[config.mk]
export PLATFORM = sky130hd
export DESIGN_NAME = ptit_timer
export DESIGN_NICKNAME = d
export VERILOG_FILES = /design/src/ptit_pkg.sv /design/src/ptit_timer.sv
export VERILOG_INCLUDE_DIRS = /design/src
export SDC_FILE = /design/constraint.sdc
export NUM_CORES = 1
export LEC_CHECK = 0
export ABC_AREA = 1
export CELL_PAD_IN_SITES_DETAIL_PLACEMENT = 1
export CELL_PAD_IN_SITES_GLOBAL_PLACEMENT = 1
export CORE_MARGIN = 5
export CORE_UTILIZATION = 46
export DETAILED_ROUTE_END_ITERATION = 12
export DONT_BUFFER_PORTS = 1
export GPL_TIMING_DRIVEN = 0
export PLACE_DENSITY_LB_ADDON = 0.3
export SLEW_MARGIN = 20
export SYNTH_ARGS = -nofsm -noshare
export SYNTH_HDL_FRONTEND = slang
export SYNTH_SLANG_ARGS = --single-unit
[constraint.sdc]
create_clock -name clk_i -period 2.3 [get_ports clk_i]
set_clock_uncertainty 0.1 [all_clocks]
set_input_delay 0 -clock clk_i [delete_from_list [all_inputs] [get_ports clk_i]]
set_output_delay 0 -clock clk_i [all_outputs]
set_load 0.02 [all_outputs]
[src/ptit_regs.svh]
`ifndef PTIT_REGS_SVH
`define PTIT_REGS_SVH

// Register indices and their byte addresses (four times the index).
`define PTIT_CTL_IDX 8'h3C
`define PTIT_CNT_IDX 8'h3D
`define PTIT_EVT_IDX 8'h3E
`define PTIT_MSK_IDX 8'h3F
`define PTIT_CTL_ADDR 8'hF0
`define PTIT_CNT_ADDR 8'hF4
`define PTIT_EVT_ADDR 8'hF8
`define PTIT_MSK_ADDR 8'hFC

// Control register field positions.
`define PTIT_FLAG_BIT 7
`define PTIT_FRZ_BIT 6
`define PTIT_WMASK_BIT 5
`define PTIT_SWAI_BIT 4
`define PTIT_RSTP_BIT 3
`define PTIT_IE_BIT 2

// Event status bits: timeout and refused write.
`define PTIT_EVT_TMO 0
`define PTIT_EVT_REF 1

// Reset values and prescaler terminal counts.
`define PTIT_CTL_RST 8'h00
`define PTIT_CNT_RST 8'h00
`define PTIT_TERM_1 8'h00
`define PTIT_TERM_16 8'h0F
`define PTIT_TERM_256 8'hFF

// Write lock lengths: reference clock edges, then bus cycles.
`define PTIT_LOCK_REF 2'h3
`define PTIT_LOCK_BUS 2'h2
`endif

[src/ptit_pkg.sv]
package ptit_pkg;
  // Prescaler rate select codes.
  typedef enum logic [1:0] {
    PTIT_RATE_OFF = 2'h0,
    PTIT_RATE_1 = 2'h1,
    PTIT_RATE_16 = 2'h2,
    PTIT_RATE_256 = 2'h3
  } ptit_rate_t;

  // Bus slave states, one-hot.
  typedef enum logic [1:0] {
    PTIT_IDLE = 2'b01,
    PTIT_ACK = 2'b10
  } ptit_bus_t;
endpackage

[src/ptit_timer.sv]
`timescale 1ns/10ps
`include "ptit_regs.svh"

module ptit_timer
  import ptit_pkg::*;
(
  input wire logic clk_i,                // Bus clock, 40 MHz.
  input wire logic arst_n_i,             // Asynchronous reset, active low.
  input wire logic [7:0] address_i,      // Avalon byte address.
  input wire logic read_i,               // Avalon read request.
  input wire logic write_i,              // Avalon write request.
  input wire logic [31:0] writedata_i,   // Avalon write data.
  input wire logic [3:0] byteenable_i,   // Avalon byte enables.
  output logic [31:0] readdata_o,        // Avalon read data.
  output logic waitrequest_o,            // Avalon wait request.
  input wire logic ref_clk_i,            // Internal reference clock, sampled.
  input wire logic special_mode_i,       // High in special modes.
  input wire logic wait_mode_i,          // High while in Wait mode.
  input wire logic stop_mode_i,          // High while in Stop mode.
  input wire logic debug_active_i,       // High while background debug mode is active.
  output logic tick_req_o,               // Timeout interrupt request.
  output logic irq_o                     // Unmasked event status interrupt.
);

  // Bus slave state and answer data.
  ptit_bus_t bus_reg;
  ptit_bus_t bus_next;
  logic [31:0] rdata_reg;

  // Control register fields.
  logic flag_reg;                        // Timeout flag.
  logic frz_reg;                         // Debug freeze bit.
  logic swai_reg;                        // Wait-stop bit.
  logic rstp_reg;                        // Stop-run bit.
  logic ie_reg;                          // Interrupt enable.
  logic [1:0] rt_reg;                    // Prescaler rate select.
  logic once_reg;                        // Write-once chance consumed.
  logic [7:0] cnt_reg;                   // Count select register.

  // Event status and mask registers.
  logic [1:0] evt_reg;
  logic [1:0] msk_reg;

  // Reference clock synchroniser and edge detector.
  logic ref_s1_reg;
  logic ref_s2_reg;
  logic ref_s3_reg;
  logic ref_tick;

  // Counter domain state.
  logic [7:0] pre_reg;                   // Prescaler.
  logic [7:0] dc_reg;                    // Modulus down counter.
  logic [1:0] act_rt_reg;                // Rate code in use.
  logic [7:0] act_cnt_reg;               // Count in use.
  logic off_reg;                         // Counter was off.

  // Write locks: index 0 is count select, index 1 is rate field.
  logic [1:0] lk_ref_reg [2];
  logic [1:0] lk_bus_reg [2];
  logic [1:0] lk_start;
  logic [1:0] locked;

  // Decoded bus access.
  wire req = read_i | write_i;
  wire taken = req & (bus_reg == PTIT_ACK);
  wire wr_en = taken & write_i & byteenable_i[0];
  wire rd_en = taken & read_i;
  wire sel_ctl = (address_i == `PTIT_CTL_ADDR);
  wire sel_cnt = (address_i == `PTIT_CNT_ADDR);
  wire sel_evt = (address_i == `PTIT_EVT_ADDR);
  wire sel_msk = (address_i == `PTIT_MSK_ADDR);
  wire wr_ctl = wr_en & sel_ctl;
  wire wr_cnt = wr_en & sel_cnt;
  wire [7:0] wd = writedata_i[7:0];
  wire wmask = wd[`PTIT_WMASK_BIT];
  wire ctl_open = wr_ctl & ~wmask;

  // Per-bit write acceptance.
  wire once_ok = special_mode_i | ~once_reg;
  wire rt_wr = ctl_open & ~locked[1];
  wire cnt_wr = wr_cnt & ~locked[0];
  wire refused = (ctl_open & locked[1]) | (wr_cnt & locked[0]);

  // Control register read image, write mask reads zero.
  wire [7:0] ctl_img = {flag_reg, frz_reg, 1'b0, swai_reg, rstp_reg, ie_reg, rt_reg};

  // Counter decisions.
  wire off_now = (rt_reg == PTIT_RATE_OFF) | ((rt_reg == PTIT_RATE_1) & (cnt_reg == 8'h00));
  wire wait_init = wait_mode_i & swai_reg;
  wire halt = (stop_mode_i & ~rstp_reg) | (debug_active_i & frz_reg);
  wire run = ~off_now & ~wait_init & ~halt;
  wire [7:0] term = (act_rt_reg == PTIT_RATE_256) ? `PTIT_TERM_256 :
                    (act_rt_reg == PTIT_RATE_16) ? `PTIT_TERM_16 : `PTIT_TERM_1;
  wire pre_end = (pre_reg == term);
  wire period_end = run & ~off_reg & ref_tick & pre_end & (dc_reg == 8'h00);

  // The next bus state follows a simple two-step answer.
  always_comb begin
    unique case (bus_reg)
      PTIT_IDLE: bus_next = req ? PTIT_ACK : PTIT_IDLE;
      PTIT_ACK: bus_next = PTIT_IDLE;
      default: bus_next = PTIT_IDLE;
    endcase
  end

  // Handshake and outputs.
  assign waitrequest_o = req & (bus_reg != PTIT_ACK);
  assign readdata_o = rdata_reg;
  assign tick_req_o = flag_reg & ie_reg;
  assign irq_o = |(evt_reg & msk_reg);
  assign ref_tick = ref_s2_reg & ~ref_s3_reg;
  assign lk_start = {rt_wr, cnt_wr};

  // Bus state register.
  always_ff @(posedge clk_i or negedge arst_n_i) begin
    if (!arst_n_i) begin
      bus_reg <= PTIT_IDLE;
    end else begin
      bus_reg <= bus_next;
    end
  end

  // Read data is captured one edge before the taking edge so it stands there.
  always_ff @(posedge clk_i or negedge arst_n_i) begin
    if (!arst_n_i) begin
      rdata_reg <= 32'h0000_0000;
    end else if (read_i && bus_reg == PTIT_IDLE) begin
      rdata_reg <= {24'h00_0000, sel_ctl ? ctl_img :
                   sel_cnt ? cnt_reg :
                   sel_evt ? {6'h00, evt_reg} :
                   sel_msk ? {6'h00, msk_reg} : 8'h00};
    end
  end

  // Reference clock synchroniser; only the second stage reads the first.
  always_ff @(posedge clk_i or negedge arst_n_i) begin
    if (!arst_n_i) begin
      ref_s1_reg <= 1'b0;
      ref_s2_reg <= 1'b0;
      ref_s3_reg <= 1'b0;
    end else begin
      ref_s1_reg <= ref_clk_i;
      ref_s2_reg <= ref_s1_reg;
      ref_s3_reg <= ref_s2_reg;
    end
  end

  // Timeout flag: set at period end wins over a clearing write.
  always_ff @(posedge clk_i or negedge arst_n_i) begin
    if (!arst_n_i) begin
      flag_reg <= 1'b0;
    end else if (period_end) begin
      flag_reg <= 1'b1;
    end else if (ctl_open && wd[`PTIT_FLAG_BIT]) begin
      flag_reg <= 1'b0;
    end
  end

  // Freeze bit: any value in special modes, only set in normal modes.
  always_ff @(posedge clk_i or negedge arst_n_i) begin
    if (!arst_n_i) begin
      frz_reg <= 1'b0;
    end else if (wr_ctl) begin
      frz_reg <= special_mode_i ? wd[`PTIT_FRZ_BIT] : (frz_reg | wd[`PTIT_FRZ_BIT]);
    end
  end

  // Wait-stop and stop-run bits share one write-once chance in normal modes.
  always_ff @(posedge clk_i or negedge arst_n_i) begin
    if (!arst_n_i) begin
      swai_reg <= 1'b0;
      rstp_reg <= 1'b0;
      once_reg <= 1'b0;
    end else if (ctl_open && once_ok) begin
      swai_reg <= wd[`PTIT_SWAI_BIT];
      rstp_reg <= wd[`PTIT_RSTP_BIT];
      once_reg <= 1'b1;
    end
  end

  // Interrupt enable is free to change on every unmasked write.
  always_ff @(posedge clk_i or negedge arst_n_i) begin
    if (!arst_n_i) begin
      ie_reg <= 1'b0;
    end else if (ctl_open) begin
      ie_reg <= wd[`PTIT_IE_BIT];
    end
  end

  // Rate field and count select take writes only while unlocked.
  always_ff @(posedge clk_i or negedge arst_n_i) begin
    if (!arst_n_i) begin
      rt_reg <= 2'h0;
      cnt_reg <= `PTIT_CNT_RST;
    end else begin
      if (rt_wr) begin
        rt_reg <= wd[1:0];
      end
      if (cnt_wr) begin
        cnt_reg <= wd;
      end
    end
  end

  // Locks: three reference edges, then two bus cycles.
  for (genvar i = 0; i < 2; i++) begin : g_lock
    assign locked[i] = (lk_ref_reg[i] != 2'h0) | (lk_bus_reg[i] != 2'h0);

    // Each lock restarts on an accepted write and then runs down.
    always_ff @(posedge clk_i or negedge arst_n_i) begin
      if (!arst_n_i) begin
        lk_ref_reg[i] <= 2'h0;
        lk_bus_reg[i] <= 2'h0;
      end else if (lk_start[i]) begin
        lk_ref_reg[i] <= `PTIT_LOCK_REF;
        lk_bus_reg[i] <= `PTIT_LOCK_BUS;
      end else if (lk_ref_reg[i] != 2'h0) begin
        if (ref_tick) begin
          lk_ref_reg[i] <= lk_ref_reg[i] - 2'h1;
        end
      end else if (lk_bus_reg[i] != 2'h0) begin
        lk_bus_reg[i] <= lk_bus_reg[i] - 2'h1;
      end
    end
  end

  // Event status: hardware set wins over the clearing read.
  always_ff @(posedge clk_i or negedge arst_n_i) begin
    if (!arst_n_i) begin
      evt_reg <= 2'h0;
    end else begin
      evt_reg <= ((rd_en && sel_evt) ? 2'h0 : evt_reg) | {refused, period_end};
    end
  end

  // Event mask register.
  always_ff @(posedge clk_i or negedge arst_n_i) begin
    if (!arst_n_i) begin
      msk_reg <= 2'h0;
    end else if (wr_en && sel_msk) begin
      msk_reg <= wd[1:0];
    end
  end

  // Prescaler and modulus down counter.
  always_ff @(posedge clk_i or negedge arst_n_i) begin
    if (!arst_n_i) begin
      pre_reg <= 8'h00;
      dc_reg <= 8'h00;
      act_rt_reg <= 2'h0;
      act_cnt_reg <= 8'h00;
      off_reg <= 1'b1;
    end else if (off_now) begin
      off_reg <= 1'b1;
    end else if (off_reg) begin
      // Leaving off starts a full period straight away.
      off_reg <= 1'b0;
      pre_reg <= 8'h00;
      dc_reg <= cnt_reg;
      act_rt_reg <= rt_reg;
      act_cnt_reg <= cnt_reg;
    end else if (wait_init) begin
      pre_reg <= 8'h00;
      dc_reg <= act_cnt_reg;
    end else if (run && ref_tick) begin
      // Frozen modes never come here, as run is low, and leave the count untouched.
      if (!pre_end) begin
        pre_reg <= pre_reg + 8'h01;
      end else if (dc_reg != 8'h00) begin
        pre_reg <= 8'h00;
        dc_reg <= dc_reg - 8'h01;
      end else begin
        // Period end: pick up the latest rate and restart with no gap.
        pre_reg <= 8'h00;
        dc_reg <= cnt_reg;
        act_rt_reg <= rt_reg;
        act_cnt_reg <= cnt_reg;
      end
    end
  end
endmodule

Word-level counts from Yosys, hierarchy flattened
Cells that the tools add are included.
Widths: inputs -> output; s select.
- flip-flop bits (word level): 68
- output and inout port bits: 35
- memories kept: 0
- latch bits: 0
- ROM bits: 0
- input port bits: 53
- word-level logic and storage cells: 166
- RAM bits: 0
- order comparisons: 0
- reductions and logical operators: 33
- $mul: 0
- multiplexer cells: 44
- div/mod/pow operators: 0
- bitwise operators: 44
- $add $sub $neg: 6
- equal/unequal tests: 15
- shift operators: 0
- operators by type and width (cell ; number):
    $mux 8 ; 17
    $mux 2 ; 22
    $eq 8x8->1 const B ; 4
    $reduce_bool 2->1 ; 13
    $and 1x1->1 ; 24
    $logic_not 8->1 ; 2
    $ne 2x2->1 const B ; 5
    $not 1->1 ; 10
    $reduce_and 2->1 ; 5
    $add 8x1->8 const B ; 1
    $eq 8x8->1 ; 1
    $or 1x1->1 ; 8
    $reduce_bool 8->1 ; 1
    $sub 2x1->2 const B ; 4
    $sub 8x1->8 const B ; 1
    $eq 2x2->1 const B ; 3
    $logic_and 1x1->1 ; 6
    $reduce_bool 3->1 ; 2
    $reduce_and 5->1 ; 1
    $eq 2x1->1 const B ; 2
    $mux 1 ; 4
    $mux 4 ; 1
    $reduce_and 3->1 ; 1
    $and 2x2->2 ; 1
    3 further kinds ; 3

Logic depth before layout (Yosys ltp)
Gate-level depths: netlist (run 1).
- depth in word-level cells: 11
- depth in mapped cells: 12
- depth with buffers taken out: 11

Worst setup path before layout (run 1)
OpenSTA, ideal clock, no wires.
- path kind: reg-to-reg
- start point: register off_reg
- end point: register dc_reg[4]
- path slack: 0.589 ns
- buffers on the path: 2
- arrival: 1.484 ns
- cell stages (with the launch flop): 10
- library setup time: 0.127 ns
- data required time: 2.073 ns
- clock period less this slack: 1.711 ns
- path through: dfstp_2 > buf_2 > inv_2 > nand2_2 > inv_2 > nand2_1 > nand2_2 > nor2_2 > buf_4 > o21ai_0
- longest elaborated chain between the ends: 2
- elaborated cells between the ends (all ways): 4
- classes of those cells: mux: 1; reduce/logical: 3
- RTL lines (what ; RTL line ; RTL):
    start: declaration ; ptit_timer.sv:55 ; logic off_reg;
    start signal: assignment ; ptit_timer.sv:252 ; off_reg <= 1'b1;
    start signal: assignment ; ptit_timer.sv:254 ; off_reg <= 1'b1;
    start signal: assignment ; ptit_timer.sv:257 ; off_reg <= 1'b0;
    $reduce_bool 3->1 (no source line) ; n/a ;
    $reduce_and 3->1 (no source line) ; n/a ;
    end signal: assignment ; ptit_timer.sv:259 ; dc_reg <= cnt_reg;
    end signal: assignment ; ptit_timer.sv:264 ; dc_reg <= act_cnt_reg;
    end signal: assignment ; ptit_timer.sv:271 ; dc_reg <= dc_reg - 8'h01;
    end: declaration ; ptit_timer.sv:52 ; logic [7:0] dc_reg;
Parallel ways exist; a longest one is shown, timed or not.
A chain may end at the register's enable or synchronous reset.

Worst setup path in the final report (run 1)
- start point: register lk_ref_reg[2] (netlist name)
- end point: register cnt_reg[7]
- longest elaborated chain between the ends: 4
- RTL lines (what ; RTL line ; RTL):
    start: declaration ; ptit_timer.sv:58 ; logic [1:0] lk_ref_reg [2];
    start signal: indexed assignment ; ptit_timer.sv:215 ; lk_ref_reg[i] <= `PTIT_LOCK_REF;
    start signal: indexed assignment ; ptit_timer.sv:219 ; lk_ref_reg[i] <= lk_ref_reg[i] - 2'h1;
    $reduce_bool 2->1 ; ptit_timer.sv:207 ; assign locked[i] = (lk_ref_reg[i] != 2'h0) | (lk_bus_reg[i] != 2'h0);
    $or 1x1->1 ; ptit_timer.sv:207 ;
    $not 1->1 ; ptit_timer.sv:81 ; wire cnt_wr = wr_cnt & ~locked[0];
    $and 1x1->1 ; ptit_timer.sv:81 ;
    end signal: assignment ; ptit_timer.sv:194 ; cnt_reg <= `PTIT_CNT_RST;
    end signal: assignment ; ptit_timer.sv:200 ; cnt_reg <= wd;
    end: declaration ; ptit_timer.sv:38 ; logic [7:0] cnt_reg;
Every way passes these cells.

==> reports/metrics.csv, run 1 <==
stage;metric;value;unit
die;rows;33;
power_and_ir_drop;p_sw_frac;0.347;
cts;clock_latency;0.36;ns
outcome;status;finished, final reports clean;
synth;ys_types;35;
finish;stdcell_count;697;
power_and_ir_drop;power_switching;0.00126;W
sta;max_slew_margin;0.558;
die;die_height;102;um
global_route;gr-total-overflow;0;
drt;drtPass1Iterations;4;
worst_setup_path;cpLargestDelayFamily;buffers and inverters;
power_and_ir_drop;seqPwrFrac;0.426;
cts;cts_tree;done;
power_and_ir_drop;power;0.00362;W
drt;post_drt_wl_per_cell;19.8;um
cts;cts_sinks;68;
sta;slew_viol_final;0;
drt;vias_per_cell;5.43;
sta;setup_viol;0;
place;numPortBuffers;0;
drt;drt_iter0_markers;140;
cts;htree_levels;3;
power_and_ir_drop;p_int;0.00237;W
synth;async_flop_share;1.00;
synth;ys.flop_type;dfrtp_1;
synth;netlist_area;3870;sq um
sta;hold_viol;0;
synth;seq_area_frac_synth;0.440;
global_route;grt_pass1_wl;20.3;mm
power_and_ir_drop;clockPowerShare;0.352;
sta;setup_tns;0;ns
synth;yosysMostFrequentCell;nand2_1;
cts;cts_buffer_depth;2;
power_and_ir_drop;vdd_drop_max;485;uV
sta;worst_pin_slew;0.657;ns
power_and_ir_drop;power_frac_comb;0.222;
worst_setup_path;slowest_stage;dlygate4sd3_1;
place;place.detailed.hpwl;7.61;mm
cts;clkTransAtPathRegs;0.09;ns
worst_setup_path;slowest_delay;0.60;ns
synth;synth_area_per_cell;7.53;sq um
global_route;grt_start_max_net_pins;69;
worst_setup_path;path_class;flip-flop to flip-flop;
synth;postSynthCellCount;514;
power_and_ir_drop;p_leak;2.48;nW
synth;ys_ff_latch;68;
run;max_cap_violations;0;
synth;synthTopCellsByArea;dfrtp_1, nand2_1, nand3_1;
worst_setup_path;worst_setup_path_start_kind;flip-flop;
worst_setup_path;worst-path-buf-inv;4;
worst_setup_path;path_cells;inv_1, ha_1, nand2_1, inv_1, nand3_4, buf_6, o21ai_1, dlygate4sd3_1;
worst_setup_path;required;2.49;ns
worst_setup_path;cp-end-kind;flip-flop;
worst_setup_path;cp_common_cell;inv_1;
finish;drive_gt1_frac;0.132;
die;boundaryPins;88;
die;start_util;0.471;
synth;synth_enable_flop_cells;0;
sta;fin_crit_sh;0.981;
place;placed_cells;642;
global_route;track_usage;0.252;
power_and_ir_drop;powerDensity;765;nW/um^2
drt;drc;0;
drt;ant_nets;0;
global_route;grt_pass1_vias;4086;
finish;fin_nets;649;
worst_hold_path;holdCritPathClass;input port to flip-flop;
die;die_area;10400;sq um
finish;syn_to_final_growth;22.3;%
drt;route.vias.total;3785;
worst_setup_path;cp_data_arrival_time;2.44;ns
global_route;antenna_found_initial;0;
drt;routed_wl;13.8;mm
cts;root_buffer;clkbuf_8;
die;die_x;102;um
die;core;8220;sq um
synth;synth_commonest_cells;nand2_1, dfrtp_1, inv_1;
sta;layout_min_cycle_time;2.26;ns
cts;cts_buffers;9;
synth;yosysTopAreaCell;dfrtp_1;
sta;max_freq;443;MHz
finish;diodes;0;
worst_setup_path;worstPathMaxFanout;10;
place;place.gp.congestion;0.845;
synth;synth_top_area_frac;0.426;
synth;ys_warn_count;0;
==> repair_timing <==
item,CTS,global route
hold buffers,33,1
hold endpoints to repair,107,7
endpoints found under the setup margin,0,15
buffers inserted,0,6
gates resized for setup,0,1
==> per-layer routing <==
metal / vias to the layer above / wire, um / GRT usage
li1: 1741 / - / -
met1: 1905 / 5610 / 0.287
met2: 103 / 7170 / 0.460
met3: 36 / 558 / 0.0537
met4: 0 / 459 / 0.0930
met5: - / 0 / 0
==> layout by cell type, fill, tap and decap left out, types with 3 or more instances in the layout <==
master,netlist,layout
o21ai_1,10,10
dfrtp_1,66,66
inv_1,57,57
clkbuf_8,0,9
o21ai_0,25,25
inv_2,5,5
nor3_1,3,3
a21oi_1,14,14
dlygate4sd3_1,0,32
nand3_1,44,44
buf_2,3,3
ha_1,9,9
o211ai_1,7,7
o21a_1,5,5
nand3b_1,3,3
bufinv_16,0,3
nand2_1,152,152
conb_1,1,24
nand2_2,7,7
nand4_1,5,5
nor2_1,49,49
buf_4,25,31
==> worst paths after layout <==
check / startpoint / cells after the start / slack (ns) / to
setup reg to reg: lk_ref_reg[2] / 8 / 0.04 / cnt_reg[7]
hold reg to reg: ref_s1_reg / 0 / 0.26 / ref_s2_reg
hold / removal: stop_mode_i / 7 / 0.08 / pre_reg[5]
min in group asynchronous: arst_n_i / 2 / 0.12 / dc_reg[2]
setup / recovery: lk_ref_reg[2] / 8 / 0.04 / cnt_reg[7]
max in group asynchronous: arst_n_i / 2 / 1.64 / off_reg
==> stage by stage <==
stage | cell area [sq um] | utilization | setup WS [ns] | hold WS, ns
after floorplan | 3960 | - | 0.589 | -0.396
after global placement | 4090 | 0.498 | 0.295 | -0.393
after detailed placement | 4090 | 0.498 | 0.284 | -0.393
after CTS | 4680 | 0.570 | 0.0640 | 0.0136
after global routing | 4730 | 0.576 | -0.0867 | 0.0924
final | 4730 | 0.576 | 0.0445 | 0.0802
==> power groups by stage <==
stage	Clock, W	Combinational [W]	Sequential [W]
finish	0.00128	0.000803	0.00155
global route	0.00134	0.000893	0.00156
CTS	0.00126	0.000706	0.00152
detailed placement	0	0.000633	0.00154
global placement	0	0.000573	0.00153
floorplan	0	0.000506	0.00151
==> worst register-to-register path: cells and delay by family, from the launching register on <==
kind                       cells  cell delay (ns)
buffers and inverters          4             1.06
and+or+nand+nor                2             0.25
DFF                            1             0.40
AOI/OAI and AO/OA              1             0.15
adders and majority gates      1             0.23
==> logic make-up after synthesis <==
group | after synthesis | share of synthesized area
AO/OA/AOI/OAI | 67 | 0.0992
adder cells (fa/ha/maj) | 9 | 0.0291
buffers and inverters | 92 | 0.116
XOR/XNOR | 2 | 0.00452
other | 1 | 0.000968
AND/OR/NAND/NOR | 275 | 0.310
flip-flops | 68 | 0.440
==> final cells by class <==
cell class	instances	area [sq um]
buffer	30	218
inverter	62	233
timing repair buffer	39	393
fill	1037	3480
sequential	68	1700
multi-input combinational	377	1810
clock buffer	9	124
tap	105	131
clock inverter	7	123
Power figures use the tool's default switching activity.
==> inputs of run 2 (changes only) <==
--- a/config.mk
+++ b/config.mk
@@ -6,11 +6,10 @@
 export SDC_FILE = /design/constraint.sdc
 export NUM_CORES = 1
 export LEC_CHECK = 0
-export ABC_AREA = 1
 export CELL_PAD_IN_SITES_DETAIL_PLACEMENT = 1
 export CELL_PAD_IN_SITES_GLOBAL_PLACEMENT = 1
 export CORE_MARGIN = 5
-export CORE_UTILIZATION = 46
+export CORE_UTILIZATION = 49
 export DETAILED_ROUTE_END_ITERATION = 12
 export DONT_BUFFER_PORTS = 1
 export GPL_TIMING_DRIVEN = 0
==> reports/metrics.csv, run 2 <==
stage;metric;value;unit;change
sta;hold_viol;0;;unchanged
synth;ys.flop_type;dfrtp_1;;
sta;max_freq;416;MHz;-6.2%
sta;slew_viol_final;0;;unchanged
worst_setup_path;worst_setup_path_start_kind;flip-flop;;
die;rows;31;;-6.1%
sta;max_slew_margin;0.549;;-0.00934
finish;syn_to_final_growth;21.3;%;
die;start_util;0.511;;+0.0395
finish;layout_common_cells;dfrtp_1, buf_4, nand2_1;;
synth;synth_top_area_frac;0.441;;+0.0145
drt;ant_nets;0;;unchanged
synth;netlist_area;3740;sq um;-3.3%
global_route;antenna_found_initial;0;;unchanged
place;numPortBuffers;0;;unchanged
finish;drive_gt1_frac;0.267;;+0.136
finish;fin_nets;487;;-25%
finish;stdcell_count;529;;-24%
power_and_ir_drop;vdd_drop_max;426;uV;-12%
die;die_area;9490;sq um;-8.3%
cts;htree_levels;3;;unchanged
sta;worst_pin_slew;0.677;ns;+0.0201 ns
worst_setup_path;worstPathMaxFanout;5;;-5
drt;post_drt_wl_per_cell;21.1;um;+6.7%
drt;drtPass1Iterations;4;;unchanged
cts;cts_buffers;9;;unchanged
global_route;track_usage;0.223;;-0.0289
synth;synth_commonest_cells;dfrtp_1, nand2_1, buf_4;;
die;die_height;97.4;um;-4.3%
synth;ys_ff_latch;68;;unchanged
place;dp_worst_setup_slack;-0.225;ns;-0.508 ns
sta;rsz0062_at_grt;true;;
global_route;grt_pass1_vias;3190;;-22%
synth;yosysTopAreaCell;dfrtp_1;;
cts;clock_latency;0.37;ns;about the same
cts;cts_tree;done;;
die;core;7330;sq um;-11%
outcome;status;finished, violations left;;
place;placed_cells;483;;-25%
global_route;grt_start_max_net_pins;69;;unchanged
worst_setup_path;cp-end-kind;flip-flop;;
synth;async_flop_share;1.00;;unchanged
synth;synthTopCellsByArea;dfrtp_1, buf_4, mux2_2;;
drt;route.vias.total;3047;;-19%
synth;synth_area_per_cell;10.4;sq um;+38%
cts;cts_sinks;68;;unchanged
synth;ys_warn_count;0;;unchanged
sta;worst_slack;-0.104;ns;-0.148 ns
sta;fin_crit_sh;1.05;;+0.0645
worst_hold_path;hold_start;write_i;;
synth;synth_enable_flop_cells;0;;unchanged
place;place.detailed.hpwl;6.85;mm;-10%
outcome;violations;setup timing;;
power_and_ir_drop;powerDensity;665;nW/um^2;-13%
sta;setup_tns;-0.581;ns;-0.581 ns
worst_setup_path;required;2.45;ns;-0.04 ns
cts;clkTransAtPathRegs;0.09;ns;about the same
finish;final_common_cell;dfrtp_1;;
sta;setup_viol;11;;+11
global_route;gr-total-overflow;0;;unchanged
cts;root_buffer;clkbuf_8;;
sta;layout_min_cycle_time;2.40;ns;+0.148 ns
drt;routed_wl;11.2;mm;-19%
drt;drt_iter0_markers;100;;-29%
worst_setup_path;path_class;flip-flop to flip-flop;;
die;die_x;97.4;um;-4.3%
synth;ys_types;62;;+77%
finish;diodes;0;;unchanged
drt;drc;0;;unchanged
synth;seq_area_frac_synth;0.455;;+0.0150
worst_hold_path;holdCritPathClass;input port to flip-flop;;
worst_setup_path;cp_data_arrival_time;2.55;ns;+0.11 ns
place;place.gp.congestion;0.798;;-5.6%
cts;cts_buffer_depth;2;;unchanged
drt;vias_per_cell;5.76;;+6.1%
global_route;grt_pass1_wl;16.9;mm;-17%
synth;yosysMostFrequentCell;dfrtp_1;;
run;max_cap_violations;0;;unchanged
worst_setup_path;crit_start;pre_reg[7];;
power_and_ir_drop;p_leak;2.18;nW;-12%
worst_setup_path;r2r_start;pre_reg[7];;
die;boundaryPins;88;;unchanged
synth;postSynthCellCount;361;;-30%
run 2: cell count changes in the layout (fill, tap and decap cells not counted), moves of 9 or more:
cell,change
a22o_1,+9
a31oi_1,+11
mux2i_1,+9
nand2_1,-118
mux2_2,+15
mux2_4,+10
nor2_1,-31
dlygate4sd3_1,-17
nand3_1,-39
inv_1,-36
o21ai_0,-13
run 2: through the flow:
step	utilization	hold slack [ns]	total power [W]	instance area, sq um
6_report	0.620	0.0646	0.00302	4540
5_1_grt	0.620	0.0847	0.00317	4540
4_1_cts	0.601	0.00902	0.00302	4400
3_5_place_dp	0.540	-0.394	0.00192	3960
3_3_place_gp	0.540	-0.394	0.00186	3960
2_1_floorplan	-	-0.396	0.00180	3830
run 2: what timing repair did:
item	4_1_cts	5_1_grt
setup buffers	5	9
pin swaps	6	6
endpoints found under the setup margin	22	30
gates resized for setup	8	17
gates cloned	0	0
endpoints found under the hold margin	97	0
hold buffers	16	0
run 2: kinds of logic (layout without fill, tap and decap cells):
| logic type | after synthesis | count (layout) | synth area share |
|---|---|---|---|
| compound gates | 81 | 81 | 0.149 |
| xor+xnor | 3 | 3 | 0.00702 |
| fa+ha+maj | 9 | 9 | 0.0301 |
| buf+inv | 58 | 104 | 0.0895 |
| flops | 68 | 68 | 0.455 |
| mux | 36 | 36 | 0.119 |
| other cells | 1 | 24 | 0.00100 |
| simple gates | 105 | 105 | 0.149 |
run 2: power breakdown:
group          switching [W]  leakage [nW]  internal (W)  total (W)
clock               0.000528         0.104      0.000508    0.00104
sequential         0.0000463         0.895       0.00130    0.00134
combinational       0.000383          1.18      0.000259   0.000642
total               0.000957          2.18       0.00207    0.00302
run 2: layer usage:
layer  up-vias  GRT usage  part of all wire
li1       1378          -                 -
met1      1530      0.259              0.39
met2       105      0.387              0.52
met3        34     0.0524             0.051
met4         0      0.104             0.033
met5         -          0                 0
run 2: final timing paths:
| check | to | depth (start not counted) | slack [ns] |
|---|---|---|---|
| worst max-delay path | dc_reg[2] | 7 | -0.10 |
| worst min-delay path | lk_ref_reg[2] | 4 | 0.06 |
| worst max register to register | dc_reg[2] | 7 | -0.10 |
| worst min register to register | ref_s2_reg | 0 | 0.25 |
| max in group asynchronous | bus_reg[0] | 2 | 1.64 |
| min in group asynchronous | cnt_reg[0] | 2 | 0.13 |
run 2: critical path, stage by stage (launching register included):
cell	delay, ns
dfrtp_1	0.39
or4_4	0.53
o22a_1	0.25
buf_4	0.17
o211ai_4	0.23
and2_4	0.18
buf_6	0.12
mux2_4	0.30
run 2: final cells by class:
| type | instances | area, sq um |
|---|---|---|
| clock inverter | 7 | 75.1 |
| sequential | 68 | 1700 |
| tap | 99 | 124 |
| multi-input combinational | 258 | 1880 |
| buffer | 36 | 262 |
| fill | 791 | 2790 |
| timing repair buffer | 30 | 290 |
| clock buffer | 9 | 124 |
| inverter | 22 | 82.6 |
==> inputs of run 3 (changes only) <==
--- a/config.mk
+++ b/config.mk
@@ -10,6 +10,7 @@
 export CELL_PAD_IN_SITES_GLOBAL_PLACEMENT = 1
 export CORE_MARGIN = 5
 export CORE_UTILIZATION = 49
+export CTS_BUF_LIST = sky130_fd_sc_hd__clkbuf_16
 export DETAILED_ROUTE_END_ITERATION = 12
 export DONT_BUFFER_PORTS = 1
 export GPL_TIMING_DRIVEN = 0
==> reports/metrics.csv, run 3 (synthesized netlist as in run 2, its figures left out) <==
stage;metric;value;unit;change
worst_hold_path;holdCritPathClass;input port to flip-flop;;
drt;drt_iter0_markers;134;;+34%
power_and_ir_drop;p_leak;2.23;nW;+2.1%
cts;cts_tree;done;;
worst_setup_path;path_class;flip-flop to flip-flop;;
drt;vias_per_cell;5.88;;+2.0%
power_and_ir_drop;p_int;0.00241;W;+17%
global_route;antenna_found_initial;0;;unchanged
die;die_height;97.4;um;unchanged
die;rows;31;;unchanged
sta;setup_viol;6;;-5
sta;worst_slack;-0.0205;ns;+0.0834 ns
drt;routed_wl;12.0;mm;+7.6%
drt;ant_nets;0;;unchanged
drt;drtPass1Iterations;5;;+1
finish;syn_to_final_growth;25.1;%;
global_route;gr-total-overflow;0;;unchanged
sta;worst_pin_slew;0.709;ns;+0.0321 ns
worst_setup_path;cp-end-kind;flip-flop;;
place;postPlaceCellArea;3960;sq um;unchanged
global_route;grt_start_max_net_pins;69;;unchanged
cts;root_buffer;clkbuf_16;;
cts;cts_sinks;68;;unchanged
power_and_ir_drop;powerDensity;727;nW/um^2;+9.3%
place;place.gp.congestion;0.798;;unchanged
outcome;violations;setup timing;;
sta;layout_min_cycle_time;2.32;ns;-0.0834 ns
die;core;7330;sq um;unchanged
sta;hold_ws;0.0375;ns;-0.0270 ns
worst_setup_path;worstPathMaxFanout;4;;-1
run;max_cap_violations;0;;unchanged
power_and_ir_drop;seqPwrFrac;0.397;;-0.048
sta;hold_viol;0;;unchanged
cts;clock_latency;0.34;ns;-0.03 ns
drt;drc;0;;unchanged
worst_setup_path;worst_setup_path_start_kind;flip-flop;;
die;die_area;9490;sq um;unchanged
finish;diodes;0;;unchanged
worst_setup_path;cp_data_arrival_time;2.43;ns;-0.12 ns
power_and_ir_drop;clockPowerShare;0.413;;+0.070
worst_hold_path;hold_start;read_i;;
cts;clkTransAtPathRegs;0.06;ns;-0.03 ns
power_and_ir_drop;power_frac_comb;0.191;;-0.021
die;die_x;97.4;um;unchanged
finish;fin_nets;488;;+0.21%
drt;route.vias.total;3114;;+2.2%
power_and_ir_drop;power_switching;0.000997;W;+4.2%
finish;final_common_cell;dfrtp_1;;
finish;finalInstanceArea;4680;sq um;+3.1%
cts;htree_levels;3;;unchanged
place;place.detailed.hpwl;6.85;mm;unchanged
outcome;status;finished, violations left;;
drt;post_drt_wl_per_cell;22.7;um;+7.4%
die;start_util;0.511;;unchanged
finish;layout_common_cells;dfrtp_1, buf_4, nand2_1;;
place;numPortBuffers;0;;unchanged
sta;max_freq;431;MHz;+3.6%
cts;cts_buffer_depth;2;;unchanged
global_route;grt_pass1_vias;3224;;+1.1%
global_route;grt_pass1_wl;17.1;mm;+1.2%
power_and_ir_drop;p_sw_frac;0.293;;-0.0238
die;boundaryPins;88;;unchanged
power_and_ir_drop;vdd_drop_max;510;uV;+20%
worst_setup_path;crit_start;pre_reg[4];;
worst_setup_path;r2r_start;pre_reg[4];;
sta;rsz0062_at_grt;true;;
finish;drive_gt1_frac;0.285;;+0.0179
cts;cts_buffers;9;;unchanged
worst_setup_path;required;2.41;ns;-0.04 ns
global_route;track_usage;0.225;;+0.00178
sta;fin_crit_sh;1.01;;-0.0363
sta;max_slew_margin;0.527;;-0.0214
sta;slew_viol_final;0;;unchanged
## run 3: final timing paths
path	endpoint	slack [ns]	cells past startpoint
worst max-delay path	act_cnt_reg[5]	-0.02	6
worst min-delay path	readdata_o[4]	0.04	3
worst max register to register	act_cnt_reg[5]	-0.02	6
worst min register to register	ref_s2_reg	0.25	0
max in group asynchronous	bus_reg[0]	1.60	2
min in group asynchronous	act_cnt_reg[0]	0.14	2
## run 3: metal layers
layer / up-vias / share of wire / track usage
met2: 112 / 0.52 / 0.390
met4: 0 / 0.038 / 0.0831
met5: - / 0 / 0
met3: 34 / 0.049 / 0.0524
met1: 1590 / 0.39 / 0.272
li1: 1378 / - / -
## run 3: critical path, stage by stage, from the launching register on
cell and delay (ns):
dfrtp_1 0.39, or4_4 0.55, nand4b_1 0.25, nor3_2 0.21
o31a_2 0.24, clkbuf_16 0.17, mux2_4 0.29
## run 3: layout make-up
cell class	count	area, sq um
buffer	36	262
clock buffer	9	225
clock inverter	7	75.1
fill	782	2650
inverter	22	82.6
multi-input combinational	258	1900
sequential	68	1710
tap	99	124
timing repair buffer	31	305
## run 3: timing repair
action                                  4_1_cts  5_1_grt
hold endpoints to repair                     94        0
hold buffers                                 15        0
resized for setup                             8       21
endpoints found under the setup margin       18       27
cloned                                        0        1
pin swaps                                     5        4
setup buffers                                 5       10
## run 3: metrics by stage
stage	total power [W]	setup WS [ns]	TNS, ns	instances	utilization
after floorplan	0.00180	0.0512	0	384	-
after global routing	0.00357	-0.0631	-0.643	530	0.639
after detailed placement	0.00192	-0.225	-2.08	483	0.540
after global placement	0.00186	-0.123	-1.20	483	0.540
after CTS	0.00340	-0.00458	-0.00458	519	0.614
final	0.00341	-0.0205	-0.0789	530	0.639
## run 3: power groups by stage
| stage | Combinational (W) | Sequential (W) | Clock (W) |
|---|---|---|---|
| floorplan | 0.000440 | 0.00136 | 0 |
| global placement | 0.000496 | 0.00136 | 0 |
| detailed placement | 0.000555 | 0.00137 | 0 |
| CTS | 0.000627 | 0.00135 | 0.00142 |
| global route | 0.000723 | 0.00136 | 0.00149 |
| finish | 0.000650 | 0.00135 | 0.00141 |
